**config.mk**
```make
export PLATFORM = sky130hd
export DESIGN_NAME = expanded_memory_mapper
export DESIGN_NICKNAME = d
export VERILOG_FILES = /design/src/design/xmem_pkg.sv /design/src/design/dram_addr_mux.sv /design/src/design/expanded_memory_mapper.sv
export SDC_FILE = /design/constraint.sdc
export NUM_CORES = 1
export LEC_CHECK = 0
export BUFFER_PORTS_ARGS = -buffer_cell sky130_fd_sc_hd__buf_2
export CORE_ASPECT_RATIO = 0.7
export CORE_MARGIN = 2
export CORE_UTILIZATION = 50
export CTS_CLUSTER_SIZE = 25
export DETAILED_ROUTE_END_ITERATION = 16
export HOLD_SLACK_MARGIN = 0.05
export PLACE_DENSITY = 0.84
export SETUP_SLACK_MARGIN = 0.1
export SLEW_MARGIN = 20
export SYNTH_ARGS = -nofsm -noshare
export SYNTH_HDL_FRONTEND = slang
export SYNTH_HIERARCHICAL = 1
export SYNTH_SLANG_ARGS = --single-unit
```
**constraint.sdc**
```tcl
create_clock -name aclk -period 3.6 [get_ports aclk]
set_clock_uncertainty 0.2 [all_clocks]
set_input_delay 0.72 -clock aclk [delete_from_list [all_inputs] [get_ports aclk]]
set_output_delay 0.72 -clock aclk [all_outputs]
set_load 0.005 [all_outputs]
```
**src/design/xmem_pkg.sv**
```systemverilog
/*
  Constants shared by the expanded memory mapper and its DRAM address
  multiplexer: timing, widths, register indices, field positions, decodes.
  Assumes a 25 MHz aclk and a 32-bit AXI4-Lite register bus.
*/
package xmem_pkg;

  // ****************************************
  // timing
  // ****************************************
  localparam int CLK_NS = 40;
  localparam int ROW_HOLD_NS = 80;
  localparam int ROW_CYC = (ROW_HOLD_NS + CLK_NS - 1) / CLK_NS;

  // ****************************************
  // memory geometry
  // ****************************************
  localparam int MUX_W = 9;
  localparam int PAGE_W = 7;
  localparam int NUM_BANKS = 3;
  localparam int STD_PAGES = 24;
  localparam int NUM_WIN_PAGES = 4;
  localparam int PG_EN_BIT = 7;
  localparam logic [5:0] WIN_LO = 6'h31;
  localparam logic [5:0] WIN_HI = 6'h3B;
  localparam logic [5:0] WBASE_RST = 6'h34;

  // ****************************************
  // register indices (byte address is four times the index)
  // ****************************************
  localparam int IDX_LSB = 2;
  localparam logic [9:0] IDX_PORT = 10'h0EE;
  localparam logic [9:0] DATA_PORT = 10'h0EF;
  localparam logic [9:0] WBASE_IDX = 10'h000;
  localparam logic [9:0] MISC_IDX = 10'h001;
  localparam logic [7:0] CFG0_SEL = 8'h50;
  localparam logic [7:0] CFG1_SEL = 8'h51;
  localparam logic [3:0] UNIT_ID = 4'h3;  // arbitrary value
  localparam logic [2:0] BLOCK_CODE = 3'h7;
  localparam int MISC_PSU_TX = 0;
  localparam int MISC_DISP_OFF = 1;
  localparam int MISC_PSU_RX = 8;
  localparam int MISC_IN_REF = 9;
  localparam logic [1:0] RESP_OKAY = 2'h0;
  localparam logic [1:0] RESP_SLVERR = 2'h2;

  // ****************************************
  // i/o decode: port group 2X8H..2XFH and peripherals
  // ****************************************
  localparam logic [1:0] GRP_TOP = 2'h2;
  localparam int GRP_HI_BIT = 3;
  localparam int PAGE_SEL_BIT = 2;
  localparam logic [9:0] RTC_BASE = 10'h070;
  localparam logic [9:0] RTC_MASK = 10'h3F0;
  localparam logic [9:0] SER_BASE = 10'h3F8;
  localparam logic [9:0] PRT_BASE = 10'h378;
  localparam logic [9:0] FDD_BASE = 10'h3F0;
  localparam logic [9:0] OCT_MASK = 10'h3F8;
  localparam logic [9:0] HDD_BASE = 10'h320;
  localparam logic [9:0] HDD_MASK = 10'h3F0;

endpackage

```
**src/design/dram_addr_mux.sv**
```systemverilog
/*
  Row/column multiplexer for the expansion DRAM: shows the row, holds it
  for the row time, then switches to the column and lowers the column strobe.
  Assumes start is a same-clock level that stays high for the whole access.
*/
`timescale 1ns/10ps
module dram_addr_mux #(
  parameter int ROW_CYC = xmem_pkg::ROW_CYC,
  parameter int AW = xmem_pkg::MUX_W
) (
  // clock and reset
  input wire logic aclk,
  input wire logic aresetn,
  // access request
  input wire logic start,
  input wire logic [AW-1:0] row_addr,
  input wire logic [AW-1:0] col_addr,
  // dram side
  output logic [AW-1:0] dram_mux_addr,
  output logic cas_n
);

  typedef enum logic [2:0] {
    ST_IDLE = 3'h1,
    ST_ROW = 3'h2,
    ST_COL = 3'h4
  } mux_state_t;

  localparam int CW = $clog2(ROW_CYC + 1);

  mux_state_t state_reg;
  logic [CW-1:0] cnt_reg;

  always_ff @(posedge aclk) begin
    if (!aresetn) begin
      state_reg <= ST_IDLE;
      cnt_reg <= '0;
      cas_n <= 1'b1;
      dram_mux_addr <= '0;
    end else begin
      unique case (state_reg)
        ST_IDLE: begin
          dram_mux_addr <= row_addr;
          if (start) begin
            state_reg <= ST_ROW;
            cnt_reg <= CW'(1);
          end
        end
        ST_ROW: begin
          if (!start) begin
            state_reg <= ST_IDLE;
          end else if (cnt_reg == CW'(ROW_CYC)) begin
            state_reg <= ST_COL;
            dram_mux_addr <= col_addr;
            cas_n <= 1'b0;
          end else begin
            cnt_reg <= cnt_reg + CW'(1);
          end
        end
        ST_COL: begin
          if (!start) begin
            state_reg <= ST_IDLE;
            cas_n <= 1'b1;
          end
        end
        default: begin
          state_reg <= ST_IDLE;
          cas_n <= 1'b1;
        end
      endcase
    end
  end
endmodule // dram_addr_mux

```
**src/design/expanded_memory_mapper.sv**
```systemverilog
/*
  Expanded memory mapper: window decode, page registers, DRAM strobes,
  refresh, peripheral selects and the configuration registers on AXI4-Lite.
  Assumes system bus pins are asynchronous to aclk and are synchronised here.
*/
// Design decisions made here: register access over AXI4-Lite and the register addresses.
`timescale 1ns/10ps
module expanded_memory_mapper #(
  parameter int NB = xmem_pkg::NUM_BANKS
) (
  // clock and reset
  input wire logic aclk,
  input wire logic aresetn,
  // axi4-lite register slave
  input wire logic [11:0] s_axi_awaddr,
  input wire logic s_axi_awvalid,
  output logic s_axi_awready,
  input wire logic [31:0] s_axi_wdata,
  input wire logic [3:0] s_axi_wstrb,
  input wire logic s_axi_wvalid,
  output logic s_axi_wready,
  output logic [1:0] s_axi_bresp,
  output logic s_axi_bvalid,
  input wire logic s_axi_bready,
  input wire logic [11:0] s_axi_araddr,
  input wire logic s_axi_arvalid,
  output logic s_axi_arready,
  output logic [31:0] s_axi_rdata,
  output logic [1:0] s_axi_rresp,
  output logic s_axi_rvalid,
  input wire logic s_axi_rready,
  // system bus
  input wire logic [19:0] sys_addr,
  input wire logic ior_n,
  input wire logic iow_n,
  input wire logic aen,
  output logic [7:0] sys_data_o,
  output logic sys_data_oe,
  // memory timing and refresh
  input wire logic row_strobe_time_odd_n,
  input wire logic row_strobe_time_even_n,
  input wire logic refresh_begin,
  input wire logic refresh_finish,
  input wire logic dack0_n,
  // dram
  output logic [NB-1:0] ras_hi_n,
  output logic [NB-1:0] ras_lo_n,
  output logic cas_n,
  output logic [xmem_pkg::MUX_W-1:0] dram_mux_addr,
  // selects
  output logic xmem_select_n,
  output logic clock_chip_sel_n,
  output logic clock_chip_rd_n,
  output logic clock_chip_wr_n,
  output logic serial_port_sel_n,
  output logic printer_sel_n,
  output logic floppy_sel_n,
  output logic disk_sel_n,
  // display and power supply
  output logic display_array_off,
  output logic psu_serial_out,
  input wire logic psu_serial_in
);

  // ****************************************
  // pin synchroniser
  // ****************************************
  localparam int SW = 29;
  localparam logic [SW-1:0] SYNC_RST = {20'h0_0000, 9'h1B2};

  logic [SW-1:0] meta_reg;
  logic [SW-1:0] sync_reg;
  logic [19:0] sa;
  logic ior_s, iow_s, aen_s, odd_n_s, even_n_s, rbeg_s, rfin_s, dack_n_s, psu_rx_s;

  always_ff @(posedge aclk) begin
    if (!aresetn) begin
      meta_reg <= SYNC_RST;
      sync_reg <= SYNC_RST;
    end else begin
      meta_reg <= {sys_addr, ior_n, iow_n, aen, row_strobe_time_odd_n,
        row_strobe_time_even_n, refresh_begin, refresh_finish, dack0_n, psu_serial_in};
      sync_reg <= meta_reg;
    end
  end

  assign {sa, ior_s, iow_s, aen_s, odd_n_s, even_n_s, rbeg_s, rfin_s, dack_n_s,
    psu_rx_s} = sync_reg;

  // ****************************************
  // registers and decode helpers
  // ****************************************
  logic [7:0] index_reg;
  logic [3:0] cfg_port_reg;
  logic [4:0] hram_reg;
  logic [5:0] wbase_reg;
  logic psu_tx_reg;
  logic [7:0] page_reg [xmem_pkg::NUM_WIN_PAGES];
  logic blocked;
  logic in_refresh_reg;

  assign blocked = cfg_port_reg[2:0] == xmem_pkg::BLOCK_CODE;

  // only this unit's own group is decoded, so units on other groups coexist
  function automatic logic grp_hit(input logic [9:0] a, input logic [3:0] port);
    return a[9:8] == xmem_pkg::GRP_TOP && a[7:4] == port
      && a[xmem_pkg::GRP_HI_BIT];
  endfunction

  function automatic logic io_at(input logic [9:0] a, input logic [9:0] b,
      input logic [9:0] m);
    return (a & m) == b;
  endfunction

  function automatic logic mapped(input logic [9:0] i);
    return i == xmem_pkg::IDX_PORT || i == xmem_pkg::DATA_PORT
      || i == xmem_pkg::WBASE_IDX || i == xmem_pkg::MISC_IDX
      || (grp_hit(i, cfg_port_reg) && !blocked);
  endfunction

  function automatic logic [31:0] rd_val(input logic [9:0] i);
    logic [31:0] v;
    v = '0;
    if (i == xmem_pkg::DATA_PORT && index_reg == xmem_pkg::CFG0_SEL) begin
      v[7:0] = {xmem_pkg::UNIT_ID, cfg_port_reg};
    end else if (i == xmem_pkg::DATA_PORT && index_reg == xmem_pkg::CFG1_SEL) begin
      v[4:0] = hram_reg;
    end else if (i == xmem_pkg::WBASE_IDX) begin
      v[5:0] = wbase_reg;
    end else if (i == xmem_pkg::MISC_IDX) begin
      v[xmem_pkg::MISC_PSU_TX] = psu_tx_reg;
      v[xmem_pkg::MISC_DISP_OFF] = display_array_off;
      v[xmem_pkg::MISC_PSU_RX] = psu_rx_s;
      v[xmem_pkg::MISC_IN_REF] = in_refresh_reg;
    end else if (grp_hit(i, cfg_port_reg) && !i[xmem_pkg::PAGE_SEL_BIT]) begin
      v[7:0] = page_reg[i[1:0]];
    end
    return v;
  endfunction

  // ****************************************
  // axi4-lite write channel
  // ****************************************
  logic aw_full_reg, w_full_reg, w_lane_reg, do_wr;
  logic [9:0] aw_idx_reg;
  logic [7:0] w_data_reg;

  assign s_axi_awready = !aw_full_reg;
  assign s_axi_wready = !w_full_reg;
  assign do_wr = aw_full_reg && w_full_reg && !s_axi_bvalid;

  always_ff @(posedge aclk) begin
    if (!aresetn) begin
      aw_full_reg <= 1'b0;
      w_full_reg <= 1'b0;
      aw_idx_reg <= '0;
      w_data_reg <= '0;
      w_lane_reg <= 1'b0;
      s_axi_bvalid <= 1'b0;
      s_axi_bresp <= xmem_pkg::RESP_OKAY;
    end else begin
      if (s_axi_awvalid && s_axi_awready) begin
        aw_full_reg <= 1'b1;
        aw_idx_reg <= s_axi_awaddr[11:xmem_pkg::IDX_LSB];
      end else if (do_wr) begin
        aw_full_reg <= 1'b0;
      end
      if (s_axi_wvalid && s_axi_wready) begin
        w_full_reg <= 1'b1;
        w_data_reg <= s_axi_wdata[7:0];
        w_lane_reg <= s_axi_wstrb[0];
      end else if (do_wr) begin
        w_full_reg <= 1'b0;
      end
      if (do_wr) begin
        s_axi_bvalid <= 1'b1;
        s_axi_bresp <= mapped(aw_idx_reg) ? xmem_pkg::RESP_OKAY : xmem_pkg::RESP_SLVERR;
      end else if (s_axi_bready) begin
        s_axi_bvalid <= 1'b0;
      end
    end
  end

  // ****************************************
  // register writes
  // ****************************************
  logic wr_en;
  assign wr_en = do_wr && w_lane_reg;

  always_ff @(posedge aclk) begin
    if (!aresetn) begin
      index_reg <= '0;
      cfg_port_reg <= '0;
      hram_reg <= '0;
      wbase_reg <= xmem_pkg::WBASE_RST;
      psu_tx_reg <= 1'b0;
      display_array_off <= 1'b0;
      for (int k = 0; k < xmem_pkg::NUM_WIN_PAGES; k++) begin
        page_reg[k] <= '0;
      end
    end else if (wr_en) begin
      if (aw_idx_reg == xmem_pkg::IDX_PORT) begin
        index_reg <= w_data_reg;
      end
      if (aw_idx_reg == xmem_pkg::DATA_PORT && index_reg == xmem_pkg::CFG0_SEL) begin
        cfg_port_reg <= w_data_reg[3:0];
      end
      if (aw_idx_reg == xmem_pkg::DATA_PORT && index_reg == xmem_pkg::CFG1_SEL) begin
        hram_reg <= w_data_reg[4:0];
      end
      if (aw_idx_reg == xmem_pkg::WBASE_IDX) begin
        wbase_reg <= w_data_reg[5:0];
      end
      if (aw_idx_reg == xmem_pkg::MISC_IDX) begin
        psu_tx_reg <= w_data_reg[xmem_pkg::MISC_PSU_TX];
        display_array_off <= w_data_reg[xmem_pkg::MISC_DISP_OFF];
      end
      if (grp_hit(aw_idx_reg, cfg_port_reg) && !blocked
          && !aw_idx_reg[xmem_pkg::PAGE_SEL_BIT]) begin
        page_reg[aw_idx_reg[1:0]] <= w_data_reg;
      end
    end
  end

  // ****************************************
  // axi4-lite read channel
  // ****************************************
  assign s_axi_arready = !s_axi_rvalid;

  always_ff @(posedge aclk) begin
    if (!aresetn) begin
      s_axi_rvalid <= 1'b0;
      s_axi_rdata <= '0;
      s_axi_rresp <= xmem_pkg::RESP_OKAY;
    end else if (s_axi_arvalid && s_axi_arready) begin
      s_axi_rvalid <= 1'b1;
      s_axi_rdata <= rd_val(s_axi_araddr[11:xmem_pkg::IDX_LSB]);
      s_axi_rresp <= mapped(s_axi_araddr[11:xmem_pkg::IDX_LSB]) ? xmem_pkg::RESP_OKAY
        : xmem_pkg::RESP_SLVERR;
    end else if (s_axi_rready) begin
      s_axi_rvalid <= 1'b0;
    end
  end

  // ****************************************
  // window decode
  // ****************************************
  logic [5:0] blk, base_end;
  logic [1:0] slot, bank;
  logic [7:0] page_ent;
  logic in_win, win_hit, refreshing;
  logic [19:0] word_addr;

  always_comb begin
    blk = sa[19:14];
    base_end = wbase_reg + 6'(xmem_pkg::NUM_WIN_PAGES - 1);
    // window must sit wholly in upper memory or it is not decoded
    in_win = wbase_reg >= xmem_pkg::WIN_LO && base_end <= xmem_pkg::WIN_HI
      && blk >= wbase_reg && blk <= base_end;
    slot = 2'(blk - wbase_reg);
    page_ent = page_reg[slot];
    win_hit = in_win && !aen_s && !blocked && page_ent[xmem_pkg::PG_EN_BIT]
      && page_ent[xmem_pkg::PAGE_W-1:0] < 7'(xmem_pkg::STD_PAGES);
    word_addr = {page_ent[xmem_pkg::PAGE_W-1:0], sa[13:1]};
    bank = word_addr[19:18];
  end

  // ****************************************
  // refresh
  // ****************************************
  always_ff @(posedge aclk) begin
    if (!aresetn) begin
      in_refresh_reg <= 1'b0;
    end else if (rbeg_s) begin
      in_refresh_reg <= 1'b1;
    end else if (rfin_s) begin
      in_refresh_reg <= 1'b0;
    end
  end

  assign refreshing = in_refresh_reg || !dack_n_s;

  // ****************************************
  // dram strobes and address
  // ****************************************
  // refresh strobes every bank together; no column strobe then
  for (genvar b = 0; b < NB; b++) begin : g_bank
    logic hi_n_reg, lo_n_reg, use_bank;
    assign use_bank = refreshing || (win_hit && bank == 2'(b));
    always_ff @(posedge aclk) begin
      if (!aresetn) begin
        hi_n_reg <= 1'b1;
        lo_n_reg <= 1'b1;
      end else begin
        hi_n_reg <= !(use_bank && !odd_n_s);
        lo_n_reg <= !(use_bank && !even_n_s);
      end
    end
    assign ras_hi_n[b] = hi_n_reg;
    assign ras_lo_n[b] = lo_n_reg;
  end

  dram_addr_mux u_mux (
    .aclk(aclk),
    .aresetn(aresetn),
    .start(win_hit && !refreshing && (!odd_n_s || !even_n_s)),
    .row_addr(refreshing ? sa[8:0] : word_addr[8:0]),
    .col_addr(word_addr[17:9]),
    .dram_mux_addr(dram_mux_addr),
    .cas_n(cas_n)
  );

  // ****************************************
  // selects, i/o read data, power supply line
  // ****************************************
  logic io_cyc, io_rd;
  assign io_cyc = !aen_s;
  assign io_rd = io_cyc && !ior_s && grp_hit(sa[9:0], cfg_port_reg) && !blocked;

  always_ff @(posedge aclk) begin
    if (!aresetn) begin
      xmem_select_n <= 1'b1;
      clock_chip_sel_n <= 1'b1;
      clock_chip_rd_n <= 1'b1;
      clock_chip_wr_n <= 1'b1;
      serial_port_sel_n <= 1'b1;
      printer_sel_n <= 1'b1;
      floppy_sel_n <= 1'b1;
      disk_sel_n <= 1'b1;
      sys_data_oe <= 1'b0;
      sys_data_o <= '0;
      psu_serial_out <= 1'b1;
    end else begin
      xmem_select_n <= !win_hit;
      clock_chip_sel_n <= !(io_cyc && io_at(sa[9:0], xmem_pkg::RTC_BASE,
        xmem_pkg::RTC_MASK));
      clock_chip_rd_n <= !(io_cyc && !ior_s && io_at(sa[9:0], xmem_pkg::RTC_BASE,
        xmem_pkg::RTC_MASK));
      clock_chip_wr_n <= !(io_cyc && !iow_s && io_at(sa[9:0], xmem_pkg::RTC_BASE,
        xmem_pkg::RTC_MASK));
      serial_port_sel_n <= !(io_cyc && io_at(sa[9:0], xmem_pkg::SER_BASE,
        xmem_pkg::OCT_MASK));
      printer_sel_n <= !(io_cyc && io_at(sa[9:0], xmem_pkg::PRT_BASE, xmem_pkg::OCT_MASK));
      floppy_sel_n <= !(io_cyc && io_at(sa[9:0], xmem_pkg::FDD_BASE, xmem_pkg::OCT_MASK));
      disk_sel_n <= !(io_cyc && io_at(sa[9:0], xmem_pkg::HDD_BASE, xmem_pkg::HDD_MASK));
      sys_data_oe <= io_rd;
      sys_data_o <= (io_rd && !sa[xmem_pkg::PAGE_SEL_BIT]) ? page_reg[sa[1:0]] : 8'h00;
      psu_serial_out <= !psu_tx_reg;
    end
  end
endmodule // expanded_memory_mapper

```
Yosys cells after proc, flatten, opt, wreduce, memory -nomap -nowiden
Memories as Yosys holds them, arrays and structs flattened. A register that Yosys moved wholly into a read port is not among the register bits.
Index checks and enable logic that the tools add are counted.
{ "classes": {"addsub": 3, "order_cmp": 5, "eq_ne": 32, "n_mux": 52, "bitwise": 1, "reduce_logical": 114} }
{ "op_table": {"columns": ["op", "n"], "rows": [
  ["$mux 8", 9],
  ["$logic_and 1x1->1", 50],
  ["$eq 10x8->1 const B", 4],
  ["$logic_not 1->1", 31],
  ["$mux 9", 3],
  ["$eq 7x7->1 const B", 3],
  ["$eq 10x1->1 const B", 2],
  ["$logic_not 10->1", 2],
  ["$mux 1", 18],
  ["$mux 2", 9],
  ["$pmux 9 s2", 1],
  ["$eq 8x7->1 const B", 2],
  ["$logic_or 1x1->1", 13],
  ["$eq 4x4->1", 3],
  ["$mux 3", 4],
  ["$mux 6", 2],
  ["$reduce_and 2->1", 6],
  ["$reduce_bool 2->1", 6],
  ["$eq 2x2->1 const B", 5],
  ["$mux 5", 2],
  ["$pmux 3 s3", 1],
  ["$reduce_and 4->1", 2],
  ["$reduce_or 8->1", 1],
  ["$lt 7x5->1 const B", 1],
  ["22 further kinds", 27]
]} }
{ "word_totals": {"ff_bits": 152, "mem_bits_rw": 32, "elab_cells": 247, "n_memories": 1} }
{ "memory_table": {"columns": ["name", "depth", "word_bits", "rd", "rd_ports_with_merged_regs", "write_ports", "line_no", "rtl"], "rows": [
  ["page_reg", 4, 8, 3, 1, 4, "expanded_memory_mapper.sv:98", "logic [7:0] page_reg [xmem_pkg::NUM_WIN_PAGES];"]
]} }

Longest topological paths before layout
{ "depth": {"ltp_word": 15, "mapped_depth": 12} }

By module
Netlist, hierarchy kept.
{ "by_module_without_submodules": {"columns": ["mod", "instances", "cells_per_inst", "area_each_um2", "seq_area_each_um2"], "rows": [
  ["expanded_memory_mapper", 1, 719, 7683.6, 3823.7],
  ["dram_addr_mux", 1, 84, 857.1, 300.3]
]} }

Worst setup path before layout
No wires, ideal clock.
{ "synth_path": {"path_type": "register -> register", "from": "register wbase_reg[0]", "to": "register u_mux.dram_mux_addr[0]", "setup_ns": 0.096, "arrival_time_ns": 3.311, "setup_slack_ns": -0.007, "path_stages_with_launch": 11, "n_path_buf": 1, "synth_period_minus_slack_ns": 3.607, "path_cell_list": "dfxtp_1 > ha_1 > inv_1 > fa_1 > clkbuf_1 > mux4_2 > a221oi_1 > and3_1 > nor2b_2 > nand4b_2 > a221oi_1"} }
{ "synth_via": {"elab_cells_between_ends": 19, "cone_classes": "add/sub: 2; order compare: 5; eq/ne: 1; reduce/logical: 10; memory: 1"} }
{ "synth_lines": {"columns": ["item", "line_no", "rtl"], "rows": [
  ["from (decl)", "expanded_memory_mapper.sv:96", "logic [5:0] wbase_reg;"],
  ["from (signal assigned)", "expanded_memory_mapper.sv:195", "wbase_reg <= xmem_pkg::WBASE_RST;"],
  ["from (signal assigned)", "expanded_memory_mapper.sv:212", "wbase_reg <= w_data_reg[5:0];"],
  ["$sub 2x2->2", "expanded_memory_mapper.sv:260", "slot = 2'(blk - wbase_reg);"],
  ["$mem_v2 4x8", null, null],
  ["via page_ent[4]", "expanded_memory_mapper.sv:250", "logic [7:0] page_ent;"],
  ["$lt 7x5->1", "expanded_memory_mapper.sv:263", "&& page_ent[xmem_pkg::PAGE_W-1:0] < 7'(xmem_pkg::STD_PAGES);"],
  ["$logic_and 1x1->1", "expanded_memory_mapper.sv:263", null],
  ["$logic_and 1x1->1 (2 in a row)", "expanded_memory_mapper.sv:306", ".start(win_hit && !refreshing && (!odd_n_s || !even_n_s)),"],
  ["$ne 2x1->1 (no source line)", null, null],
  ["$reduce_and 3->1 (no source line)", null, null],
  ["to (signal assigned)", "dram_addr_mux.sv:43", "dram_mux_addr <= row_addr;"],
  ["to (signal assigned)", "dram_addr_mux.sv:54", "dram_mux_addr <= col_addr;"],
  ["to (decl)", "dram_addr_mux.sv:19", "output logic [AW-1:0] dram_mux_addr,"]
]} }
The timed path passes the listed nets, and every way through them passes these cells.
A chain may end at the register's enable or synchronous reset.

Final worst setup path
{ "layout_path": {"from": "register sync_reg[23]", "to": "register u_mux.cnt_reg[1]"} }
{ "layout_via": {"elab_cells_between_ends": 16, "cone_classes": "add/sub: 1; order compare: 3; eq/ne: 2; reduce/logical: 9; memory: 1"} }
{ "layout_lines": {"columns": ["item", "line_no", "rtl"], "rows": [
  ["from (decl)", "expanded_memory_mapper.sv:72", "logic [SW-1:0] sync_reg;"],
  ["from (signal assigned)", "expanded_memory_mapper.sv:83", "sync_reg <= meta_reg;"],
  ["$sub 2x2->2 (*)", "expanded_memory_mapper.sv:260", null],
  ["$mem_v2 4x8 (*)", null, null],
  ["via page_ent[4]", "expanded_memory_mapper.sv:250", null],
  ["$lt 7x5->1 (*)", "expanded_memory_mapper.sv:263", null],
  ["$logic_and 1x1->1 (*)", "expanded_memory_mapper.sv:263", null],
  ["$logic_and 1x1->1 (*) (2 in a row)", "expanded_memory_mapper.sv:306", null],
  ["$ne 2x1->1 (no source line)", null, null],
  ["$reduce_and 4->1 (no source line) (*)", null, null],
  ["to (signal assigned)", "dram_addr_mux.sv:57", "cnt_reg <= cnt_reg + CW'(1);"],
  ["to (decl)", "dram_addr_mux.sv:32", "logic [CW-1:0] cnt_reg;"]
]} }
The timed path passes the listed nets; every way through them passes the cells marked *.

==> insert_results.sql <==
INSERT INTO impl_metrics (metric_group, metric, value, unit) VALUES
('logic_synthesis', 'synth_largest_type_area_fraction', '37.0', '%'),
('grt', 'globalRoute.totalOverflow', '0', ''),
('timing', 'fin_tns_setup', '0', 'ns'),
('logic_synthesis', 'synth_seq_cells', '190', ''),
('logic_synthesis', 'count_of_flip_flops_with_a_built_in_enable_after_synthesis', '32', ''),
('die', 'die_y', '113', 'µm'),
('place', 'finalWeightedCongestion', '0.922', ''),
('cts', 'clock_sink_count', '190', ''),
('logic_synthesis', 'synth_top_cells_by_count', 'sky130_fd_sc_hd__dfxtp_1, sky130_fd_sc_hd__nand2_1, sky130_fd_sc_hd__and2_1', ''),
('worst_setup_path', 'reg2regPathDepth', '10', ''),
('detailed_routing', 'antenna_violating_nets_post_route', '0', ''),
('pwr', 'power_leakage', '4.11', 'nW'),
('layout', 'num-fill-cells', '1384', ''),
('hold_path', 'hold_class', 'reg2reg', ''),
('timing', 'worstMarginPinSlew', '1.10', 'ns'),
('timing', 'holdWs', '0.210', 'ns'),
('detailed_routing', 'drt_wl_total', '19700', 'µm'),
('die', 'coreArea', '16500', 'µm²'),
('worst_setup_path', 'crit_start', 'sync_reg[23]$_SDFF_PN0_', ''),
('worst_setup_path', 'required', '3.75', 'ns'),
('pwr', 'finalPower', '4.40', 'mW'),
('worst_setup_path', 'timing.rr.end', 'u_mux/cnt_reg[1]$_SDFFE_PN0P_', ''),
('worst_setup_path', 'crit_path_max_fanout', '4', ''),
('pwr', 'combPwrFrac', '6.5', '%'),
('logic_synthesis', 'ys_dominant_reg_cell', 'sky130_fd_sc_hd__dfxtp_1', ''),
('pwr', 'power.ir.vdd_worst', '254', 'µV'),
('worst_setup_path', 'critical_path.endpoint_type', 'flip-flop', ''),
('outcome', 'status', 'completed', ''),
('timing', 'post-route-period-util', '94.1', '%'),
('grt', 'number_of_antenna_violations_at_the_first_check_in_global_routing', '0', ''),
('layout', 'largest_reg_flops', '32', ''),
('layout', 'cell_count_final_fillers_out', '1142', ''),
('detailed_routing', 'drt_drc_violations_left', '0', ''),
('logic_synthesis', 'syn_area_per_cell', '10.6', 'µm²'),
('pwr', 'p_switching', '1.07', 'mW'),
('logic_synthesis', 'most_area_hungry_cell_type_in_the_yosys_netlist', 'sky130_fd_sc_hd__dfxtp_1', ''),
('detailed_routing', 'vias', '6250', ''),
('layout', 'nNetsFinal', '1017', ''),
('cts', 'clock_tree_from_tritoncts', 'built', ''),
('die', 'num_io_pins', '172', ''),
('logic_synthesis', 'synth_sequential_area_ratio', '48.3', '%'),
('detailed_routing', 'initialDrtViolationCount', '526', ''),
('layout', 'area_delta_synth_final', '14.7', '%'),
('detailed_routing', 'dr.pass1.iters', '5', ''),
('cts', 'path_clk_slew', '0.07', 'ns'),
('logic_synthesis', 'ys_warn_count', '6', ''),
('timing', 'maximum_operating_frequency', '295', 'MHz'),
('die', 'die_area', '18200', 'µm²'),
('layout', 'utilization', '59.4', '%'),
('pwr', 'sw_frac_of_total', '24.3', '%'),
('logic_synthesis', 'ys_async_sr_fraction', '0', '%'),
('cts', 'clock_insertion_delay_worst_skew', '0.43', 'ns'),
('grt', 'grt_util_all_layers', '22.1', '%'),
('cts', 'clock-root-buffer', 'sky130_fd_sc_hd__clkbuf_16', ''),
('pwr', 'power_per_cell_area', '450', 'nW/µm²'),
('timing', 'final_report_hold_violation_count', '0', ''),
('place', 'portBuffers', '116', ''),
('layout', 'antenna_cells', '0', ''),
('worst_setup_path', 'category_of_the_critical_setup_timing_path', 'reg2reg', ''),
('logic_synthesis', 'syn_area', '8540', 'µm²'),
('logic_synthesis', 'synth_cells', '803', ''),
('detailed_routing', 'avgRoutedWirePerCell', '17.2', 'µm'),
('timing', 'layout_min_cycle_time', '3.39', 'ns'),
('cts', 'cts-buffers-inserted', '17', ''),
('timing', 'grt_setup_unrepaired', 'no', ''),
('timing', 'relative_slew_slack', '26.1', '%'),
('die', 'dieWidth', '160', 'µm'),
('pwr', 'cell_internal_pwr', '3.33', 'mW'),
('timing', 'setup_violations', '0', ''),
('pwr', 'power_frac_clock', '41.6', '%'),
('cts', 'clock_buffer_depth', '2', '');
==> power groups by stage <==
stage | Combinational [mW] | Clock [mW] | Sequential (mW)
5_1_grt | 0.317 | 1.94 | 2.29
4_1_cts | 0.286 | 1.85 | 2.29
2_1_floorplan | 0.210 | 0 | 2.30
6_report | 0.286 | 1.83 | 2.29
3_3_place_gp | 0.277 | 0 | 2.33
3_5_place_dp | 0.283 | 0 | 2.33
==> worst max-delay path, stage by stage (launching register included) <==
cell and delay, ns:
sky130_fd_sc_hd__dfxtp_1 0.30, sky130_fd_sc_hd__inv_1 0.09, sky130_fd_sc_hd__ha_1 0.15, sky130_fd_sc_hd__inv_1 0.05, sky130_fd_sc_hd__fa_2 0.58, sky130_fd_sc_hd__mux4_2 0.56
sky130_fd_sc_hd__a221oi_2 0.32, sky130_fd_sc_hd__and3_4 0.24, sky130_fd_sc_hd__nand2_1 0.10, sky130_fd_sc_hd__or4b_1 0.51, sky130_fd_sc_hd__a22oi_1 0.20
==> worst min-delay path by stage <==
| stage | endpoint | slack, ns | cells past startpoint |
|---|---|---|---|
| 6_report | sync_reg[4]$_SDFF_PN1_ | 0.21 | 1 |
| 5_1_grt | clock_chip_wr_n$_SDFF_PN1_ | 0.23 | 1 |
| 3_5_place_dp | sync_reg[4]$_SDFF_PN1_ | 0.20 | 1 |
| 2_1_floorplan | psu_serial_out$_SDFF_PN1_ | 0.17 | 1 |
| 4_1_cts | sync_reg[4]$_SDFF_PN1_ | 0.21 | 1 |
| 3_3_place_gp | sync_reg[4]$_SDFF_PN1_ | 0.19 | 1 |
==> placed cells by master, fill, tap and decap left out, types with 8 or more instances in the layout <==
master	netlist	final
sky130_fd_sc_hd__nand2_1	66	66
sky130_fd_sc_hd__xnor2_1	11	11
sky130_fd_sc_hd__conb_1	1	24
sky130_fd_sc_hd__and3_1	31	30
sky130_fd_sc_hd__dfxtp_1	158	155
sky130_fd_sc_hd__nand3_1	8	8
sky130_fd_sc_hd__o21ai_0	19	19
sky130_fd_sc_hd__ha_1	16	16
sky130_fd_sc_hd__buf_4	32	17
sky130_fd_sc_hd__inv_1	25	23
sky130_fd_sc_hd__edfxtp_1	32	32
sky130_fd_sc_hd__mux4_2	21	21
sky130_fd_sc_hd__buf_2	4	115
sky130_fd_sc_hd__and2_1	60	60
sky130_fd_sc_hd__nor2b_1	40	40
sky130_fd_sc_hd__clkbuf_16	0	18
sky130_fd_sc_hd__a21boi_0	29	29
sky130_fd_sc_hd__a21oi_1	8	8
sky130_fd_sc_hd__nor2_1	28	28
sky130_fd_sc_hd__mux2i_1	35	35
sky130_fd_sc_hd__mux2_2	10	10
sky130_fd_sc_hd__nand2b_1	19	19
==> kinds of logic after synthesis <==
family | Yosys count | share of synthesized area [%]
AND/OR/NAND/NOR | 304 | 20.8
XOR/XNOR | 14 | 1.44
buffers and inverters | 99 | 6.27
multiplexers | 66 | 11.0
adder cells (fa/ha/maj) | 17 | 2.58
other | 1 | 0.0439
flip-flops | 190 | 48.3
AO/OA/AOI/OAI | 112 | 9.65
==> metal layers <==
metal  track usage, %  wire [µm]  vias up
met5                0          0        -
met4             6.49        296        0
met3             6.27       1710       33
met2             33.0       8540      294
met1             31.3       9130     2948
li1                 -          -     2975
==> area by class of cell <==
type	instances	area, µm²	area share [%]
sequential	190	4130	42.1
multi-input combinational	537	4010	40.9
timing repair buffer	132	703	7.18
clock buffer	19	464	4.74
tap	225	282	2.87
clock inverter	13	116	1.19
inverter	26	97.6	0.996
==> what timing repair did <==
action                                  in CTS  in global routing
buffers inserted                             0                  0
endpoints found under the setup margin       8                 12
resized for setup                            3                 10
pin swaps                                    0                  2
cloned                                       0                  0
==> per-stage QoR <==
stage / setup slack, ns / cell area (µm²)
finish: 0.213 / 9800
global route: 0.115 / 9800
CTS: 0.112 / 9780
detailed placement: 0.0633 / 9180
global placement: 0.161 / 9180
floorplan: 0.197 / 8630
(Power assumes the default switching activity.)
